## src/include/ucrm_pkg.sv

```systemverilog
// Constants, field layouts and carrier types of the channel register map
package ucrm_pkg;

	// ----------------------------------------
	// Register offsets
	// ----------------------------------------
	localparam logic [4:0] OFS_DATA   = 5'h00; // Holding / divisor low
	localparam logic [4:0] OFS_IE     = 5'h01; // Interrupt enable / divisor high
	localparam logic [4:0] OFS_ISRC   = 5'h02; // Interrupt source / fifo control
	localparam logic [4:0] OFS_LINE   = 5'h03; // Line control
	localparam logic [4:0] OFS_MODEM  = 5'h04; // Modem control
	localparam logic [4:0] OFS_LSTAT  = 5'h05; // Line status
	localparam logic [4:0] OFS_MSTAT  = 5'h06; // Modem status / turnaround
	localparam logic [4:0] OFS_SCR    = 5'h07; // Scratch byte
	localparam logic [4:0] OFS_FEAT   = 5'h08; // Feature control
	localparam logic [4:0] OFS_ENH    = 5'h09; // Enhanced function
	localparam logic [4:0] OFS_TXLV   = 5'h0a; // Tx level / tx trigger
	localparam logic [4:0] OFS_RXLV   = 5'h0b; // Rx level / rx trigger
	localparam logic [4:0] OFS_FLOW0  = 5'h0c; // Flags / pause char first
	localparam logic [4:0] OFS_FLOW1  = 5'h0d; // Pause char second
	localparam logic [4:0] OFS_FLOW2  = 5'h0e; // Resume char first
	localparam logic [4:0] OFS_FLOW3  = 5'h0f; // Resume char second
	localparam logic [4:0] OFS_EVT    = 5'h10; // Event status, write one to clear
	localparam logic [4:0] OFS_MSK    = 5'h11; // Event mask

	// ----------------------------------------
	// Field positions and masks
	// ----------------------------------------
	localparam int         LC_DIV_BIT = 7;      // Divisor access bit
	localparam int         EF_EN_BIT  = 4;      // Enhanced enable bit
	localparam logic [7:0] IE_EXT     = 8'he0;  // Gated interrupt enable bits
	localparam logic [7:0] IS_EXT     = 8'h30;  // Gated interrupt source bits
	localparam logic [7:0] FC_EXT     = 8'h30;  // Gated fifo control bits
	localparam logic [7:0] MC_EXT     = 8'he4;  // Gated modem control bits
	localparam int         MC_LOOP    = 4;      // Internal loopback bit
	localparam int         MC_GOA     = 2;      // General out a position
	localparam int         MC_GOB     = 3;      // General out b position
	localparam int         FL_PAUSE   = 0;      // Pause char seen flag
	localparam int         FL_RESUME  = 1;      // Resume char seen flag
	localparam int         EV_W       = 4;      // Event bit count
	localparam int         EV_PAUSE   = 0;      // Pause char seen event
	localparam int         EV_RESUME  = 1;      // Resume char seen event
	localparam int         EV_TXLOAD  = 2;      // Tx holding loaded event
	localparam int         EV_DIV     = 3;      // Divisor changed event

	// ----------------------------------------
	// Reset values
	// ----------------------------------------
	localparam logic [7:0] RST_BYTE   = 8'h00;  // All stored bytes
	localparam logic [3:0] RST_NIB    = 4'h0;   // Turnaround delay
	localparam logic [EV_W-1:0] RST_EV = 4'h0;  // Events and mask

	// ----------------------------------------
	// Carrier types
	// ----------------------------------------
	typedef struct packed {
		logic [7:0] rx_char;       // Received character
		logic [7:0] int_source;    // Interrupt source from core
		logic [7:0] line_status;   // Line status from core
		logic [7:0] modem_status;  // Modem status from core
		logic [7:0] tx_level;      // Tx fifo fill level
		logic [7:0] rx_level;      // Rx fifo fill level
		logic       xon_seen;      // Resume char detected pulse
		logic       xoff_seen;     // Pause char detected pulse
	} ucrm_core_t;

	typedef struct packed {
		logic [15:0] divisor;            // Baud divisor
		logic [7:0]  interrupt_enable;   // Effective enables
		logic [7:0]  fifo_control;       // Effective fifo control
		logic [7:0]  line_control;       // Line control
		logic [7:0]  modem_control;      // Effective modem control
		logic [3:0]  turnaround;         // Half duplex delay
		logic [7:0]  feature_control;    // Feature control
		logic [7:0]  enhanced_function;  // Enhanced function
		logic [7:0]  tx_trigger;         // Tx trigger level
		logic [7:0]  rx_trigger;         // Rx trigger level
		logic [7:0]  pause_first;        // Pause char first
		logic [7:0]  pause_second;       // Pause char second
		logic [7:0]  resume_first;       // Resume char first
		logic [7:0]  resume_second;      // Resume char second
		logic [7:0]  tx_char;            // Tx holding byte
	} ucrm_cfg_t;

endpackage

```

## src/hdl/ucrm_regs.sv

```systemverilog
// Per-channel register map of the quad serial port
`timescale 1ns/1ps
// What this block does
// [RQ1] Divisor access maps offsets 0,1 to divisor
// [RQ2] Otherwise offset 0 holding, 1 interrupt enable
// [RQ3] Extended fields writable and effective only when enabled; a stored out a still reaches loop_general in loopback while disabled
// [RQ4] Gated fields: enables, source, fifo, modem, delay
// [RQ5] General outputs drive no pin
// [RQ6] General outputs stored, used in loopback; out a is stored only while extended fields are enabled
// [RQ7] Flag read: resume bit1, pause bit0, clears
// [RQ8] Writes 0xc-0xf load flow characters
// [RQ9] Offset 0xa: tx level read, trigger write
// [RQ10] Offset 0xb: rx level read, trigger write
// [RQ11] Offset 6 write stores delay nibble
// [RQ12] Scratch byte stores and returns value
// [RQ13] Software clears divisor access after programming
module ucrm_regs #(
	parameter int ADDR_W = 5 // Register address width
) (
	input  wire logic              clk,          // Device clock
	input  wire logic              rstn,         // Async reset, active low
	input  wire logic [ADDR_W-1:0] addr,         // Register address
	input  wire logic [7:0]        wdata,        // Write data
	input  wire logic              wr,           // Write strobe
	input  wire logic              rd,           // Read strobe
	output logic [7:0]             rdata,        // Read data, cycle after rd
	input  wire ucrm_pkg::ucrm_core_t core,      // Core status inputs
	output ucrm_pkg::ucrm_cfg_t    cfg,          // Configuration to core
	output logic                   rx_pop,       // Rx holding read pulse
	output logic                   tx_load,      // Tx holding write pulse
	output logic [1:0]             loop_general, // General outs into loopback
	output logic                   irq           // Level interrupt
);
	import ucrm_pkg::*;

	// ----------------------------------------
	// State
	// ----------------------------------------
	typedef struct packed {
		logic [7:0] div_low;    // Divisor low byte
		logic [7:0] div_high;   // Divisor high byte
		logic [7:0] int_en;     // Stored interrupt enable
		logic [7:0] fifo_ctl;   // Stored fifo control
		logic [7:0] line_ctl;   // Line control
		logic [7:0] modem_ctl;  // Stored modem control
		logic [3:0] delay;      // Turnaround delay
		logic [7:0] scratch;    // Scratch byte
		logic [7:0] feat;       // Feature control
		logic [7:0] enh;        // Enhanced function
		logic [7:0] tx_trg;     // Tx trigger
		logic [7:0] rx_trg;     // Rx trigger
		logic [7:0] pause1;     // Pause char first
		logic [7:0] pause2;     // Pause char second
		logic [7:0] resume1;    // Resume char first
		logic [7:0] resume2;    // Resume char second
		logic [7:0] tx_hold;    // Tx holding byte
		logic [1:0] flags;      // Flow char seen flags
		logic [EV_W-1:0] evt;   // Sticky events
		logic [EV_W-1:0] msk;   // Event mask
		logic [7:0] rdata;      // Read data register
	} ucrm_state_t;

	ucrm_state_t st;       // Registered state
	ucrm_state_t next_st;  // Next state
	logic        div_acc;  // Divisor access active
	logic        ext_en;   // Extended fields enabled
	logic        wr_hit;   // Write decode helper
	logic [7:0]  ie_vis;   // Visible interrupt enable
	logic [7:0]  fc_vis;   // Visible fifo control
	logic [7:0]  mc_vis;   // Visible modem control
	logic [3:0]  dl_vis;   // Visible delay
	logic [EV_W-1:0] ev_set; // Event set terms

	// ----------------------------------------
	// Visible and effective values
	// ----------------------------------------
	assign div_acc = st.line_ctl[LC_DIV_BIT];
	assign ext_en  = st.enh[EF_EN_BIT];
	// Gated bits read as zero and reach cfg as zero while disabled
	assign ie_vis  = ext_en ? st.int_en : (st.int_en & ~IE_EXT);       // RQ3
	assign fc_vis  = ext_en ? st.fifo_ctl : (st.fifo_ctl & ~FC_EXT);   // RQ4
	assign mc_vis  = ext_en ? st.modem_ctl : (st.modem_ctl & ~MC_EXT); // RQ4
	assign dl_vis  = ext_en ? st.delay : RST_NIB;                      // RQ4

	// Strobes toward the core
	assign rx_pop  = rd && (addr == OFS_DATA) && !div_acc; // RQ2
	assign tx_load = wr && (addr == OFS_DATA) && !div_acc; // RQ2
	assign wr_hit  = wr;

	// General outs only enter the loopback path, never a pin
	assign loop_general = st.modem_ctl[MC_LOOP] ?
		{st.modem_ctl[MC_GOB], st.modem_ctl[MC_GOA]} : 2'h0; // RQ5 RQ6

	// Event set terms
	always_comb begin
		ev_set = RST_EV;
		ev_set[EV_PAUSE]  = core.xoff_seen;
		ev_set[EV_RESUME] = core.xon_seen;
		ev_set[EV_TXLOAD] = tx_load;
		ev_set[EV_DIV]    = wr_hit && div_acc &&
			((addr == OFS_DATA) || (addr == OFS_IE));
	end

	// ----------------------------------------
	// Next state
	// ----------------------------------------
	always_comb begin
		next_st = st;
		// Writes
		if (wr) begin
			unique case (addr)
				OFS_DATA: begin
					if (div_acc) begin
						next_st.div_low = wdata; // RQ1
					end else begin
						next_st.tx_hold = wdata; // RQ2
					end
				end
				OFS_IE: begin
					if (div_acc) begin
						next_st.div_high = wdata; // RQ1
					end else if (ext_en) begin
						next_st.int_en = wdata; // RQ2
					end else begin
						// Gated bits keep their value
						next_st.int_en = (st.int_en & IE_EXT) | (wdata & ~IE_EXT); // RQ3
					end
				end
				OFS_ISRC: begin
					if (ext_en) begin
						next_st.fifo_ctl = wdata;
					end else begin
						next_st.fifo_ctl = (st.fifo_ctl & FC_EXT) | (wdata & ~FC_EXT); // RQ4
					end
				end
				OFS_LINE: begin
					next_st.line_ctl = wdata;
				end
				OFS_MODEM: begin
					if (ext_en) begin
						next_st.modem_ctl = wdata; // RQ6
					end else begin
						next_st.modem_ctl = (st.modem_ctl & MC_EXT) | (wdata & ~MC_EXT); // RQ6
					end
				end
				OFS_MSTAT: begin
					// Low nibble ignored
					if (ext_en) begin
						next_st.delay = wdata[7:4]; // RQ11
					end
				end
				OFS_SCR: begin
					next_st.scratch = wdata; // RQ12
				end
				OFS_FEAT: begin
					next_st.feat = wdata;
				end
				OFS_ENH: begin
					next_st.enh = wdata;
				end
				OFS_TXLV: begin
					next_st.tx_trg = wdata; // RQ9
				end
				OFS_RXLV: begin
					next_st.rx_trg = wdata; // RQ10
				end
				OFS_FLOW0: begin
					next_st.pause1 = wdata; // RQ8
				end
				OFS_FLOW1: begin
					next_st.pause2 = wdata; // RQ8
				end
				OFS_FLOW2: begin
					next_st.resume1 = wdata; // RQ8
				end
				OFS_FLOW3: begin
					next_st.resume2 = wdata; // RQ8
				end
				OFS_MSK: begin
					next_st.msk = wdata[EV_W-1:0];
				end
				default: begin
					// Line status writes and unmapped ignored
				end
			endcase
		end
		// Read data, valid one cycle after the strobe
		next_st.rdata = RST_BYTE;
		if (rd) begin
			unique case (addr)
				OFS_DATA:  next_st.rdata = div_acc ? st.div_low : core.rx_char; // RQ1 RQ2
				OFS_IE:    next_st.rdata = div_acc ? st.div_high : ie_vis;      // RQ1 RQ3
				OFS_ISRC:  next_st.rdata = ext_en ? core.int_source :
					(core.int_source & ~IS_EXT); // RQ4
				OFS_LINE:  next_st.rdata = st.line_ctl;
				OFS_MODEM: next_st.rdata = mc_vis; // RQ6
				OFS_LSTAT: next_st.rdata = core.line_status;
				OFS_MSTAT: next_st.rdata = core.modem_status; // RQ11
				OFS_SCR:   next_st.rdata = st.scratch; // RQ12
				OFS_FEAT:  next_st.rdata = st.feat;
				OFS_ENH:   next_st.rdata = st.enh;
				OFS_TXLV:  next_st.rdata = core.tx_level; // RQ9
				OFS_RXLV:  next_st.rdata = core.rx_level; // RQ10
				OFS_FLOW0: next_st.rdata = {6'h00, st.flags}; // RQ7
				OFS_EVT:   next_st.rdata = {4'h0, st.evt};
				OFS_MSK:   next_st.rdata = {4'h0, st.msk};
				default:   next_st.rdata = RST_BYTE;
			endcase
		end
		// Flags clear on read, a new detection wins
		if (rd && (addr == OFS_FLOW0)) begin
			next_st.flags = 2'h0; // RQ7
		end
		if (core.xoff_seen) begin
			next_st.flags[FL_PAUSE] = 1'b1;
		end
		if (core.xon_seen) begin
			next_st.flags[FL_RESUME] = 1'b1;
		end
		// Sticky events, write one clears, set wins
		if (wr && (addr == OFS_EVT)) begin
			next_st.evt = st.evt & ~wdata[EV_W-1:0];
		end
		next_st.evt = next_st.evt | ev_set;
	end

	// ----------------------------------------
	// State register
	// ----------------------------------------
	always_ff @(posedge clk or negedge rstn) begin
		if (!rstn) begin
			st <= '0;
		end else begin
			st <= next_st;
		end
	end

	// ----------------------------------------
	// Outputs
	// ----------------------------------------
	assign rdata = st.rdata;
	assign irq   = |(st.evt & st.msk);
	always_comb begin
		cfg = '0;
		cfg.divisor           = {st.div_high, st.div_low};
		cfg.interrupt_enable  = ie_vis;
		cfg.fifo_control      = fc_vis;
		cfg.line_control      = st.line_ctl;
		cfg.modem_control     = mc_vis;
		cfg.turnaround        = dl_vis;
		cfg.feature_control   = st.feat;
		cfg.enhanced_function = st.enh;
		cfg.tx_trigger        = st.tx_trg;
		cfg.rx_trigger        = st.rx_trg;
		cfg.pause_first       = st.pause1;
		cfg.pause_second      = st.pause2;
		cfg.resume_first      = st.resume1;
		cfg.resume_second     = st.resume2;
		cfg.tx_char           = st.tx_hold;
	end
endmodule

```

## config.mk

```make
export PLATFORM = sky130hd
export DESIGN_NAME = ucrm_regs
export DESIGN_NICKNAME = d
export VERILOG_FILES = /design/src/include/ucrm_pkg.sv /design/src/hdl/ucrm_regs.sv
export SDC_FILE = /design/constraint.sdc
export NUM_CORES = 1
export LEC_CHECK = 0
export BUFFER_PORTS_ARGS = -buffer_cell sky130_fd_sc_hd__buf_2
export CORE_ASPECT_RATIO = 1.4
export CORE_MARGIN = 5
export CORE_UTILIZATION = 35
export CTS_CLUSTER_DIAMETER = 40
export DETAILED_ROUTE_END_ITERATION = 16
export HOLD_SLACK_MARGIN = 0.1
export SLEW_MARGIN = 20
export SYNTH_ARGS = -nofsm -noshare
export SYNTH_HDL_FRONTEND = slang
export SYNTH_SLANG_ARGS = --single-unit
```

## constraint.sdc

```tcl
create_clock -name clk -period 5.1 [get_ports clk]
set_clock_uncertainty 0.1 [all_clocks]
set_input_delay 0.765 -clock clk [delete_from_list [all_inputs] [get_ports clk]]
set_output_delay 0.765 -clock clk [all_outputs]
set_load 0.1 [all_outputs]
```

# == After elaboration in Yosys (flattened, before gate mapping) ==
# Index checks and enable logic that the tools add are counted.
# op_classes
n_eq_ne,17
n_mux,17
n_bitwise,8
reduce_logical,32
# ops
op,count
one-hot mux 8 bit (15 select lines),1
2-to-1 mux 8 bit,8
"== test 5 x 4 -> 1 bit, second input constant",8
AND reduction 2 bit,13
"== test 5 x 3 -> 1 bit, second input constant",4
OR 8 x 5 -> 8 bit,2
AND reduction 3 bit,5
2-to-1 mux 6 bit,2
"== test 5 x 2 -> 1 bit, second input constant",2
"== test 5 bit, second input constant",2
bitwise AND 4 bit,2
logical AND 1 bit,8
2-to-1 mux 4 bit,2
OR 6 x 8 -> 8 bit,1
"== test 5 x 1 -> 1 bit, second input constant",1
zero test 5 bit,1
2-to-1 mux 2 bit,2
NOT 4 bit,1
OR 4 bit,1
nonzero test 2 bit,2
OR reduction 4 bit,1
2-to-1 mux 1 bit,2
zero test 1 bit,1
logical OR 1 bit,1
NOT 1 bit,1
# totals
ff_bits,150
out_inout_bits,137
word_cells,96

# == Longest topological paths before layout ==
# Gate-level depths: netlist of the first run.
# logic_depth
depth_word,4
depth_mapped,8
mapped_depth_nobuf,5

# == Worst setup path after synthesis of the first run ==
# OpenSTA, ideal clock, no wires.
# synth_timing
path_kind,in2out
startpoint,input addr[2]
endpoint,output rx_pop
t_arrival_ns,3.608
required_time_ns,4.235
setup_slack_ns,0.627
path_stages,4
cell_sequence,buf_6 nor3_1 nand2_1 nor3b_1
# synth_via
elab_chain_len,3
# synth_lines
item,line,source
from (decl),ucrm_regs.sv:22,"input wire logic [ADDR_W-1:0] addr,"
zero test 5 bit,ucrm_regs.sv:86,assign rx_pop = rd && (addr == OFS_DATA) && !div_acc;
logical AND 1 bit (2 in a row),ucrm_regs.sv:86,
to (decl),ucrm_regs.sv:29,"output logic rx_pop,"
# Every way passes these cells.

# == Final worst setup path of the first run ==
# Same ends and word-level chain as after synthesis.

==> results, run 1 <==
- The clock group share of total power is 28.2%.
- Pin placement for this block handled 204 I/O pins.
- The share of the synthesized area in the top cell type is 47.56%.
- For this design the ratio of total power to cell area is 523.5 nW/µm².
- Headroom to the max-slew limit came out at 37.53%.
- The initial antenna violation count came to 2.
- The critical path goes through buf_2, nor3_1, buf_4, nand2_1, nor3b_1, buf_2.
- The worst flop-to-flop path endpoint is cfg[109]$_DFFE_PN0P_.
- The via count is 5319.
- The path class of the tightest hold or removal check is in -> async.
- For the worst flop-to-flop path, the logic depth is 4.
- The initial utilization of the core area, before any placement, comes to 35.29%.
- The share of the core filled with cells in the final layout is 39.80%.
- The post-CTS resize count is 0.
- The synthesized design contains 0 enable-type register cells.
- The count of buffers from port buffering is 203.
- The most used cell along the critical path is sky130_fd_sc_hd__buf_2.
- The worst register-to-register path begins at cfg[91]$_DFFE_PN0P_.
- The sequential share of the synthesized area is 47.56%.
- For this run, the detailed router's first-pass iteration total came to 5.
- Clock latency on the worst-skew pair, taken at its later pin, is 430 ps.
- The clock tree from TritonCTS is yes.
- In this run the number of H-tree levels came out at 4.
- The worst IR drop on VDD is 0.0002488 V.
- The clock root buffer is sky130_fd_sc_hd__clkbuf_16.
- The post-synthesis instance total is 659.
- The share of the clock period used by the worst path after layout is 67.29%.
- Setup repair after global routing left no endpoint under its margin.
- The synthesis-to-finish area growth is 12.79%.
- The clock passes through at most 2 buffers.
- The switching component of the power is 2.177 mW.
- Summed over all cells, the static leakage comes to 4.479 nW.
- The number of hold-slack violations in the final timing report is 0.
- The worst-path cell with the longest stage delay is sky130_fd_sc_hd__buf_2.
- Max-cap violations in this run came to 0.
- Among all cell types in the netlist, the one instantiated most often is sky130_fd_sc_hd__dfrtp_1.
- The combinational share of power is 39.3%.
- The synthesized netlist devotes 0% of its cell area to adder and majority cells.
- The max-slew violation total from the final report came to 0.
- The area fraction in and, or, nand and nor cells after synthesis is 11.00%.
- The nature of the critical path endpoint is a primary output.
- The critical path is of the in -> out type.
- The run finished with clean final reports.
- The total internal power is 2.483 mW.
- The portion of netlist area occupied by mux cells is 21.01%.
- For this design, the sink count on the clock tree is 150.
- By area the synthesized netlist is led by sky130_fd_sc_hd__dfrtp_1 (48%), sky130_fd_sc_hd__mux2_2 (16%), sky130_fd_sc_hd__buf_4 (12%).
- The first global-routing pass estimated 35770 µm of wire.
- The xor/xnor cell area share of the yosys netlist is 0%.
- The average wire per standard cell is 23.04 µm.
- After clock tree synthesis, the clock-pin slew on the worst setup and hold paths is 60 ps.
- For this run the aggregate overflow at the end of global routing stands at 0.
- The leading area contributor after synthesis is sky130_fd_sc_hd__dfrtp_1.
- The worst register-to-register path has a setup slack of 2720 ps.
- The count of final setup violators is 0.
- Routability-driven placement finished with a final weighted congestion of 0.8786.
- The remaining routing DRC violations is 0.
- In the global route stage, overall resource usage came out at 19.07%.
- In the synthesized netlist the async set-or-reset flop fraction comes to 100.0%.
- The synthesized netlist devotes 6.912% of its cell area to compound gates.
- Across all hold checks on the routed design, the worst slack comes to 295.4 ps.
- The post-synthesis register bit count is 150.
- The delay of the slowest cell on the worst path is 510 ps.
- Buffers inserted to repair hold after CTS numbered 0.
- The post-CTS repair timing setup buffer count is 0.
- The post-synthesis net count is 726.
- The post-route netlist has 51.33% of its cells at a drive strength greater than 1.
- For the worst setup path, the data arrival time is 2570 ps.
- At the end of the flow, the number of nets in the layout was 806.
- The total area inside the core boundary comes to 22370 µm².
- At the pin with the least slew margin, the transition time is 935.1 ps.
- Detailed placement ended at an HPWL of 17750 µm.
- The sum of negative setup slack is 0 ps.
- The width of the chip is 136.9 µm.
- The number of standard-cell rows in the floorplan is 65.
- The synthesized netlist contains 59 unique library cells.
- The cell area after synthesis is 7893 µm².
- The routed design has 24310 µm of wire.
- The combinational family with the most area after synthesis is multiplexers.
- In this run the worst path has a maximum fanout of 17.
- The mean instance size in the synthesized netlist is 11.98 µm².
- The floorplan step defined a die boundary enclosing 25700 µm².
- The switching share of power is 46.71%.
- The post-route minimum period is 3432 ps.
- Summing internal, switching and leakage power gives 4.661 mW.
- The pin count of the biggest net entering global routing is 85.
- The via count of the first global-routing pass is 5596.
- The initial DRC count is 299.
- The highest clock frequency the design can meet is 291.4 MHz.
- Counting instances in the post-synthesis netlist gives the leading cell types as sky130_fd_sc_hd__dfrtp_1 (150), sky130_fd_sc_hd__buf_4 (123), sky130_fd_sc_hd__mux2_2 (109), sky130_fd_sc_hd__nand2_1 (53), sky130_fd_sc_hd__mux2i_1 (19).
- The leading register cell type out of synthesis is sky130_fd_sc_hd__dfrtp_1.
- The via density per instance is 5.042.
- The required time of the critical path is 4240 ps.
- The count of nets left with antenna violations once routing finished came out at 0.
- The sequential fraction of design power is 32.4%.
- The count of synthesis-stage warnings from yosys is 0.
- STA classifies the critical path startpoint as a primary input.
- The vertical extent of the die is 187.7 µm.
- The number of clock buffers inserted by TritonCTS is 17.
==> cells by family after synthesis <==
group                  after synthesis
flip-flops                         150
AO/OA/AOI/OAI                       70
multiplexers                       144
AND/OR/NAND/NOR                    143
buffers and inverters              152
==> critical path, delay by kind of cell <==
family / cells / cell delay (ps)
buf+inv: 3 / 940
simple gates: 3 / 860
==> per-stage QoR <==
stage	std cells	worst slack (ps)	instance area, µm²
finish	1055	1668	8902
global route	1055	1573	8902
CTS	1053	1668	8897
detailed placement	1021	1678	8284
global placement	1021	1640	8284
floorplan	659	627.3	7893
==> how the worst max path moves through the flow <==
stage | endpoint | cells past startpoint | from
4_1_cts | rx_pop | 6 | addr[3]
3_3_place_gp | rx_pop | 6 | addr[3]
2_1_floorplan | rx_pop | 4 | addr[2]
3_5_place_dp | rx_pop | 6 | addr[3]
6_report | rx_pop | 6 | addr[2]
5_1_grt | rx_pop | 6 | addr[3]
==> cell usage in the layout, fill, tap and decap left out, types with 4 or more instances in the layout <==
cell	Yosys	routed
sky130_fd_sc_hd__a21o_1	6	6
sky130_fd_sc_hd__a21oi_1	8	8
sky130_fd_sc_hd__a221oi_1	6	6
sky130_fd_sc_hd__a22o_1	6	6
sky130_fd_sc_hd__a22oi_1	5	5
sky130_fd_sc_hd__a31oi_1	6	6
sky130_fd_sc_hd__a32o_1	4	4
sky130_fd_sc_hd__and2_1	18	18
sky130_fd_sc_hd__buf_2	10	202
sky130_fd_sc_hd__buf_4	123	6
sky130_fd_sc_hd__clkbuf_16	0	17
sky130_fd_sc_hd__dfrtp_1	150	150
sky130_fd_sc_hd__inv_6	0	4
sky130_fd_sc_hd__mux2_2	109	109
sky130_fd_sc_hd__mux2_4	16	16
sky130_fd_sc_hd__mux2i_1	19	19
sky130_fd_sc_hd__nand2_1	53	53
sky130_fd_sc_hd__nand3_1	6	6
sky130_fd_sc_hd__nor2_1	15	15
sky130_fd_sc_hd__nor2_2	4	4
sky130_fd_sc_hd__nor2b_1	7	7
sky130_fd_sc_hd__o21ai_0	6	6
sky130_fd_sc_hd__o2bb2ai_1	5	5
==> routing by layer <==
layer  up-vias  track usage [%]  share of wire [%]
met2       224            33.24                 53
met5         -                0                  0
li1       2378                -                  -
met3        43            5.180                7.0
met4         0            7.412                2.8
met1      2674            22.00                 38
==> sequential cells by signal, indices dropped and copies added (netlist names) <==
signal / count
rdata: 8
cfg: 96
st: 46
==> power groups by stage <==
stage	sequential (mW)	combinational, mW	clock, mW
2_1_floorplan	1.48	1.78	0
3_5_place_dp	1.53	1.85	0
4_1_cts	1.51	1.85	1.35
5_1_grt	1.54	1.89	1.39
3_3_place_gp	1.53	1.83	0
6_report	1.51	1.83	1.32
==> layout make-up <==
class / count / area (µm²)
tap: 301 / 376.6
clock buffer: 18 / 439.2
sequential: 150 / 3754
inverter: 4 / 15.01
antenna: 2 / 5.005
multi-input combinational: 357 / 3072
clock inverter: 14 / 173.9
timing repair buffer: 209 / 1067
fill: 2199 / 13460
(Power assumes the default switching activity.)
==> run 2, diff against run 1 <==
ABC_AREA = 1   (was not set)
clock period = 2.75 ns   (was 5.1 ns; I/O delays follow)
==> run 2 against run 1 <==
  * Sequential cell count unchanged
  * Largest power group unchanged
  * Synthesized cell count up 49%
  * Die area shrank 0.97%
  * Sequential power grew 85%
  * Combinational power grew 78%
  * Critical path depth decreased by 1
  * Clock power is 80% higher
  * Sequential share of layout area about the same
==> results, run 2 <==
- The initial antenna violation count is 1.
- The average wire per standard cell is 18.44 µm.
- The share of the synthesized area in the top cell type is 48.05%.
- The die covers 25450 µm².
- Once the clock tree was built, the resizer swapped 0 gates to a different size.
- The post-route netlist has 25.51% of its cells at a drive strength greater than 1.
- Using the TritonRoute via totals, the vias-per-cell ratio works out to 4.826.
- The internal portion of the total power is 4.344 mW.
- For this run, the post-layout net count is 1124.
- The initial DRC count is 459.
- The number of diodes added for antenna fixing is 0.
- CTS built an H-tree with a depth of 4.
- Buffers placed on the I/O ports in this run total 203.
- The final worst setup slack is 274.6 ps.
- The post-synthesis net count is 1050.
- In this run the mean area of a mapped cell was 7.946 µm².
- Measured against the total synthesized area, the mux share comes to 0%.
- Setup violations remaining at the end of the flow were counted as 0.
- Summed over all cells, the static leakage comes to 4.888 nW.
- The area after detailed placement is 8297 µm².
- The post-route standard cell area excluding fillers is 8900 µm².
- The worst-case clock buffer depth is 2.
- The flip-flop count of the largest register after layout is 96.
- The leading area contributor after synthesis is sky130_fd_sc_hd__dfrtp_1.
- The combinational share of power is 38.6%.
- The clock tree from TritonCTS is yes.
- Summed over all nets, the switching power comes to 4.086 mW.
- The routed design could run at a clock period as short as 2475 ps.
- The clock group share of total power is 28.2%.
- The detailed router placed 6597 vias in this run.
- The total overflow left after global routing is 0.
- The adder-cell share of the synthesized area is 0%.
- The top cell types in the final layout, fill and taps aside, are sky130_fd_sc_hd__nand2_1 (306), sky130_fd_sc_hd__buf_2 (200), sky130_fd_sc_hd__dfrtp_1 (150).
- Clock tree synthesis found a total of 150 sinks.
- The cell area after synthesis is 7811 µm².
- The residual antenna-violating net count after detailed routing is 0.
- After clock tree synthesis, the clock-pin slew on the worst setup and hold paths is 70 ps.
- The slew at the pin with the worst max-slew slack is 809.1 ps.
- The width of the chip is 136.3 µm.
- For this run, asynchronously set or reset flops after synthesis account for 100.0%.
- Summed over all layers, the routed wires come to 25210 µm.
- The commonest cells after synthesis are sky130_fd_sc_hd__nand2_1 (306), sky130_fd_sc_hd__dfrtp_1 (150), sky130_fd_sc_hd__o21ai_0 (137), sky130_fd_sc_hd__buf_4 (122), sky130_fd_sc_hd__nand3_1 (55).
- The required time of the critical path is 2240 ps.
- For this run, the number of Yosys warnings is 0.
- The nature of the critical path startpoint is a flop.
- The headroom to the max-slew limit is 46.00%.
- The run finished with clean final reports.
- After synthesis, the netlist uses 25 different library cells.
- The power density of the placed cells is 947.2 nW/µm².
- Clock tree synthesis selected as its root buffer the cell sky130_fd_sc_hd__clkbuf_16.
- Setup repair after global routing left no endpoint under its margin.
- In this run the standard cell core region covers 21940 µm².
- The maximum fanout count along the critical path is 18.
- The share of the clock period used by the worst path after layout is 90.02%.
- Detailed placement ended at an HPWL of 18570 µm.
- The number of hold-slack violations in the final timing report is 0.
- Pin placement for this block handled 204 I/O pins.
- Net switching is 48.47% of the power.
- At the end of routability-driven placement, the weighted congestion stood at 0.8661.
- For the worst setup path, the data arrival time is 1960 ps.
- Yosys mapped a number of flops with a built-in enable equal to 0.
- By area, the combinational part of the netlist is dominated by simple AND/OR/NAND/NOR gates.
- The pre-antenna-repair detailed-routing pass consisted of 5 iterations.
- The leading register cell type out of synthesis is sky130_fd_sc_hd__dfrtp_1.
- The post-synthesis instance total is 983.
- The global-route total usage across every layer is 19.83%.
- By area the synthesized netlist is led by sky130_fd_sc_hd__dfrtp_1 (48%), sky130_fd_sc_hd__nand2_1 (15%), sky130_fd_sc_hd__buf_4 (12%).
- The via count of the first global-routing pass was 6376.
- The number of max-cap violations is 0.
- Entering global routing, the biggest net connects 74 pins.
- The post-synthesis register bit count is 150.
- The first global-routing pass estimated 38360 µm of wire.
- The sequential share of the synthesized area is 48.05%.
- The compound-cell area share of the yosys netlist is 9.579%.
- By startpoint and endpoint, the worst setup path is classified as reg -> out.
- The nature of the critical path endpoint is a primary output.
- The highest clock frequency the design can meet is 404.0 MHz.
- The xor/xnor cell area share of the yosys netlist is 0%.
- In this run the worst hold path is classified as in -> reg.
- The synthesis-to-finish area growth is 13.94%.
- Counting the buffers created by CTS gives 17.
- The most frequent cell after synthesis is sky130_fd_sc_hd__nand2_1.
- IR analysis of the VDD net gives a maximum drop of 0.0005774 V.
- The die is 186.8 µm tall.
- The initial utilization of the core area, before any placement, comes to 35.60%.
- The latest clock arrival within the worst-skew pair is 420 ps.
- The share of the core filled with cells in the final layout is 40.56%.
- After Yosys synthesis, and, or, nand and nor cells account for 25.29% of the synthesized area.
- The sum of negative setup slack is 0 ps.
- The max-slew violation total from the final report is 0.
- The post-cts hold buffer count is 1.
- The post-CTS repair timing setup buffer count is 0.
- Leaving out fill and tap cells, the most frequent cell in the layout is sky130_fd_sc_hd__nand2_1.
- The number of standard-cell rows in the floorplan is 64.
- After detailed routing, the number of remaining DRC violations is 0.
- In this run, flip-flops and latches consume 33.2% of the power.
- Timing analysis after detailed placement gives a worst setup slack of 381.8 ps.
## run 2: cell types whose count changed after synthesis, moves of 29 or more
cell,delta
sky130_fd_sc_hd__inv_1,+50
sky130_fd_sc_hd__mux2_2,-109
sky130_fd_sc_hd__nand2_1,+253
sky130_fd_sc_hd__nand3_1,+49
sky130_fd_sc_hd__nand4_1,+29
sky130_fd_sc_hd__nor2_1,+33
sky130_fd_sc_hd__o21ai_0,+131
## run 2: power by group through the flow
stage / Sequential (mW) / Combinational (mW) / Clock, mW
6_report: 2.80 / 3.25 / 2.38
5_1_grt: 2.84 / 3.40 / 2.51
4_1_cts: 2.80 / 3.28 / 2.42
3_5_place_dp: 2.83 / 3.28 / 0
3_3_place_gp: 2.83 / 3.25 / 0
2_1_floorplan: 2.74 / 3.14 / 0
## run 2: path summary, 6_finish.rpt
kind | cells after the start | from | endpoint | slack (ps)
setup / recovery | 5 | cfg[91]$_DFFE_PN0P_ | tx_load | 270
hold / removal | 3 | core[0] | st[12]$_DFF_PN0_ | 110
setup reg to reg | 10 | cfg[91]$_DFFE_PN0P_ | rdata[2]$_DFF_PN0_ | 960
hold reg to reg | 2 | cfg[23]$_DFFE_PN0P_ | cfg[23]$_DFFE_PN0P_ | 380
max in group asynchronous | 3 | rstn | rdata[0]$_DFF_PN0_ | 1400
min in group asynchronous | 2 | rstn | cfg[38]$_DFFE_PN0P_ | 490
## run 2: worst max-delay path, stage by stage, from the launching register on
cell                      delay (ps)
sky130_fd_sc_hd__dfrtp_1         380
sky130_fd_sc_hd__buf_4           200
sky130_fd_sc_hd__inv_1           370
sky130_fd_sc_hd__nand3_4         250
sky130_fd_sc_hd__inv_1           160
sky130_fd_sc_hd__buf_12          180
## run 2: layout make-up
type / instances / area, µm²
Clock buffer: 17 / 425.4
Clock inverter: 15 / 167.7
Fill cell: 2375 / 13040
Inverter: 55 / 206.4
Multi-Input combinational cell: 610 / 2745
Sequential cell: 150 / 3754
Tap cell: 297 / 371.6
Timing Repair Buffer: 223 / 1230
## run 2: metrics by stage
| stage | std cells | hold slack, ps | power, mW |
|---|---|---|---|
| global route | 1367 | 112.3 | 8.749 |
| CTS | 1367 | 101.9 | 8.488 |
| detailed placement | 1334 | 369.7 | 6.105 |
| global placement | 1334 | 363.9 | 6.081 |
| finish | 1367 | 107.9 | 8.430 |
| floorplan | 983 | 16.91 | 5.878 |
## run 2: logic make-up after synthesis
family                 after synthesis
flip-flops                         150
AND/OR/NAND/NOR                    461
AO/OA/AOI/OAI                      149
buffers and inverters              223
## run 2: per-layer routing
layer | vias up | global-route usage (%) | part of all wire, %
met5 | - | 0 | 0.079
met4 | 2 | 7.060 | 2.8
met3 | 42 | 5.253 | 7.2
met2 | 277 | 33.21 | 50
met1 | 3085 | 24.47 | 40
li1 | 3191 | - | -
==> run 3, diff against run 2 <==
ABC_AREA = not set   (was 1)
ABC_CLOCK_PERIOD_IN_PS = 2750   (was not set)
==> run 3 against run 2 <==
  * Sequential power about the same
  * Worst hold slack improved by 90 ps
  * Design area increased by 1.8%
  * Utilization decreased by 0.064 points
  * Clock power decreased by 3%
  * Sequential cell count unchanged
  * Non-clock buffer count increased by 4
  * Count of clock-buffer cells in the layout increased by 1
  * Global-route usage decreased by 0.56 points
  * Total power increased by 1.1%
  * Largest power group unchanged
==> results, run 3 (same netlist as run 1, synthesis figures left out) <==
- The run finished with clean final reports.
- The max-slew violation total from the final report was 0.
- The worst hold path passes through 3 cells.
- The number of standard-cell rows in the floorplan is 65.
- The initial antenna violation count was 1.
- Setup violations remaining at the end of the flow were counted as 0.
- The die area is 25700 µm².
- The average wire per standard cell is 22.76 µm.
- Across the run, the number of max-cap violations was 0.
- The placer's final routability congestion estimate is 0.8707.
- In this run the power density over the cells is 941.4 nW/µm².
- In this design, the stage delay of the slowest critical-path cell is 780 ps.
- The worst IR drop on VDD is 0.0004460 V.
- For this block, the routed nets add up to 24380 µm of wire.
- The via density per instance is 5.075.
- The clock net sink count is 150.
- STA classifies the critical path startpoint as a flop.
- Setup repair after global routing left no endpoint under its margin.
- The source of the worst hold timing path is core[25].
- The starting utilization of the core area is 35.29%.
- The worst hold path terminates at rdata[7]$_DFF_PN0_.
- The filler-free cell count of the finished design is 1071.
- From bottom edge to top edge, the die measures 187.7 µm.
- Across the whole layout, storage elements account for 3754 µm².
- The leakage power is 4.562 nW.
- For the finished layout, the period the worst path requires is 2435 ps.
- In this run the number of H-tree levels came out at 4.
- The worst-case clock buffer depth is 2.
- Measured against its own limit, the worst slew margin works out to 54.27%.
- The first routing iteration left 426 violations.
- After clock tree synthesis, the clock-pin slew on the worst setup and hold paths is 70 ps.
- The number of hold buffers added after CTS was 3.
- Summed over all layers, the global routing overflow is 0.
- The area of combinational cells with multiple inputs is 3083 µm².
- The pin count of the biggest net entering global routing is 53.
- The class of the tightest hold or removal check is in -> reg.
- The slew at the pin with the worst max-slew slack is 685.9 ps.
- The worst-path cell with the longest stage delay is sky130_fd_sc_hd__dfrtp_1.
- STA classifies the critical path endpoint as a primary output.
- The worst reg2reg path startpoint is cfg[60]$_DFFE_PN0P_.
- The tree is rooted in a sky130_fd_sc_hd__clkbuf_16.
- The worst register-to-register path has a setup slack of 780 ps.
- Input and output buffers added on the ports amount to 203.
- The via count of the first global-routing pass came to 5601.
- TritonCTS built the clock tree.
- The global-route wire length before repair is 36200 µm.
- The number of cells on the worst reg-to-reg path is 4.
- The highest clock frequency the design can meet is 410.7 MHz.
- The flip-flop count of the largest register after layout is 96.
- Fill cells in the final layout number 2203.
- Buffers added to address setup during post-CTS repair amount to 0.
- The worst flop-to-flop path endpoint is rdata[2]$_DFF_PN0_.
- Of all nets on the critical path, the largest fanout is 21.
- The library cell used most frequently in the layout, excluding fill and tap cells, is sky130_fd_sc_hd__buf_2.
- The width of the chip is 136.9 µm.
- The cell total after placement is 1036.
- The library cells used most frequently in the layout, excluding fill and tap cells, are sky130_fd_sc_hd__buf_2 (200), sky130_fd_sc_hd__dfrtp_1 (150), sky130_fd_sc_hd__mux2_2 (109).
- The synthesis-to-finish area growth is 14.76%.
- The detail route stage leaves a number of antenna-violating nets equal to 0.
- The latest clock arrival within the worst-skew pair is 420 ps.
- Cells with a size suffix above 1 make up 52.08% of the layout.
- The remaining routing DRC violations is 0.
- 204 I/O pins were placed.
- The share of the core filled with cells in the final layout is 40.50%.
- After the last flow step, the layout net total stands at 824.
- The repair_antennas step left the layout with diodes totalling 0.
- Clock tree synthesis inserted a total of 17 buffers.
- The via count is 5435.
- The post-CTS resize count is 0.
- The half-perimeter wire length after detailed placement is 18090 µm.
- The area of the core region is 22370 µm².
- The required time of the critical path is 2240 ps.
- The sum of negative setup slack is 0 ps.
- The first detailed-routing pass took 5 iterations.
- For the worst setup path, the data arrival time is 1920 ps.
- In the finished design, the share of the clock period the worst path needs comes to 88.54%.
- The global-route total usage across every layer is 19.27%.
- The critical path is of the reg -> out type.
- The number of hold-slack violations in the final timing report was 0.
- Walking the worst path, the cells encountered are and2_1, buf_2.
[run 3: changes by cell type in the layout (fill, tap and decap cells not counted), moves of 18 or more]
cell and delta:
sky130_fd_sc_hd__and2_1 +18, sky130_fd_sc_hd__nand3_1 -49, sky130_fd_sc_hd__mux2i_1 +19, sky130_fd_sc_hd__inv_1 -50, sky130_fd_sc_hd__nand4_1 -29, sky130_fd_sc_hd__nor2_1 -33
sky130_fd_sc_hd__nand2_1 -253, sky130_fd_sc_hd__mux2_2 +109, sky130_fd_sc_hd__o21ai_0 -131
[run 3: stage by stage]
| stage | power, mW | cell area, µm² | hold WS (ps) | setup WS [ps] |
|---|---|---|---|---|
| after floorplan | 6.047 | 7904 | 16.91 | 320.4 |
| after global placement | 6.262 | 8451 | 291.2 | 455.9 |
| after detailed placement | 6.284 | 8451 | 294.0 | 411.6 |
| after CTS | 8.628 | 9057 | 176.0 | 200.7 |
| after global routing | 8.854 | 9057 | 185.0 | 168.1 |
| final | 8.527 | 9057 | 197.7 | 315.2 |
[run 3: worst max-delay path, delay by kind of cell (launching register included)]
family | cells | cell delay [ps]
buffers and inverters | 1 | 440
flip-flops | 1 | 780
AND/OR/NAND/NOR | 1 | 270
[run 3: report_power, final]
part           internal [mW]  leakage (nW)  switching [mW]  total, mW
clock network           1.34         0.282           0.961       2.31
logic                  0.605          2.34            2.81       3.42
registers               2.56          1.94           0.248       2.81
total                   4.51          4.56            4.02       8.53
[run 3: final cells by class]
type                       count  share of cell area [%]
multi-input combinational    357                   34.04
clock inverter                14                   1.630
tap                          301                   4.158
inverter                       4                  0.1658
timing repair buffer         227                   13.83
sequential                   150                   41.44
clock buffer                  18                   4.738
[run 3: how the worst max path moves through the flow]
stage	start	to	slack, ps
after floorplan	addr[2]	rx_pop	320
after global placement	addr[3]	cfg[70]$_DFFE_PN0P_	460
after detailed placement	addr[3]	cfg[64]$_DFFE_PN0P_	410
after CTS	cfg[60]$_DFFE_PN0P_	cfg[97]	200
after global routing	cfg[60]$_DFFE_PN0P_	cfg[97]	170
final	cfg[60]$_DFFE_PN0P_	cfg[97]	320
[run 3: per-layer routing]
metal | share of wire [%] | GRT usage, % | routed length [µm] | vias up
li1 | - | - | - | 2401
met1 | 39 | 23.67 | 9427 | 2723
met2 | 50 | 31.91 | 12290 | 252
met3 | 6.1 | 4.375 | 1478 | 57
met4 | 4.8 | 8.909 | 1177 | 2
met5 | 0.029 | 0 | 7 | -
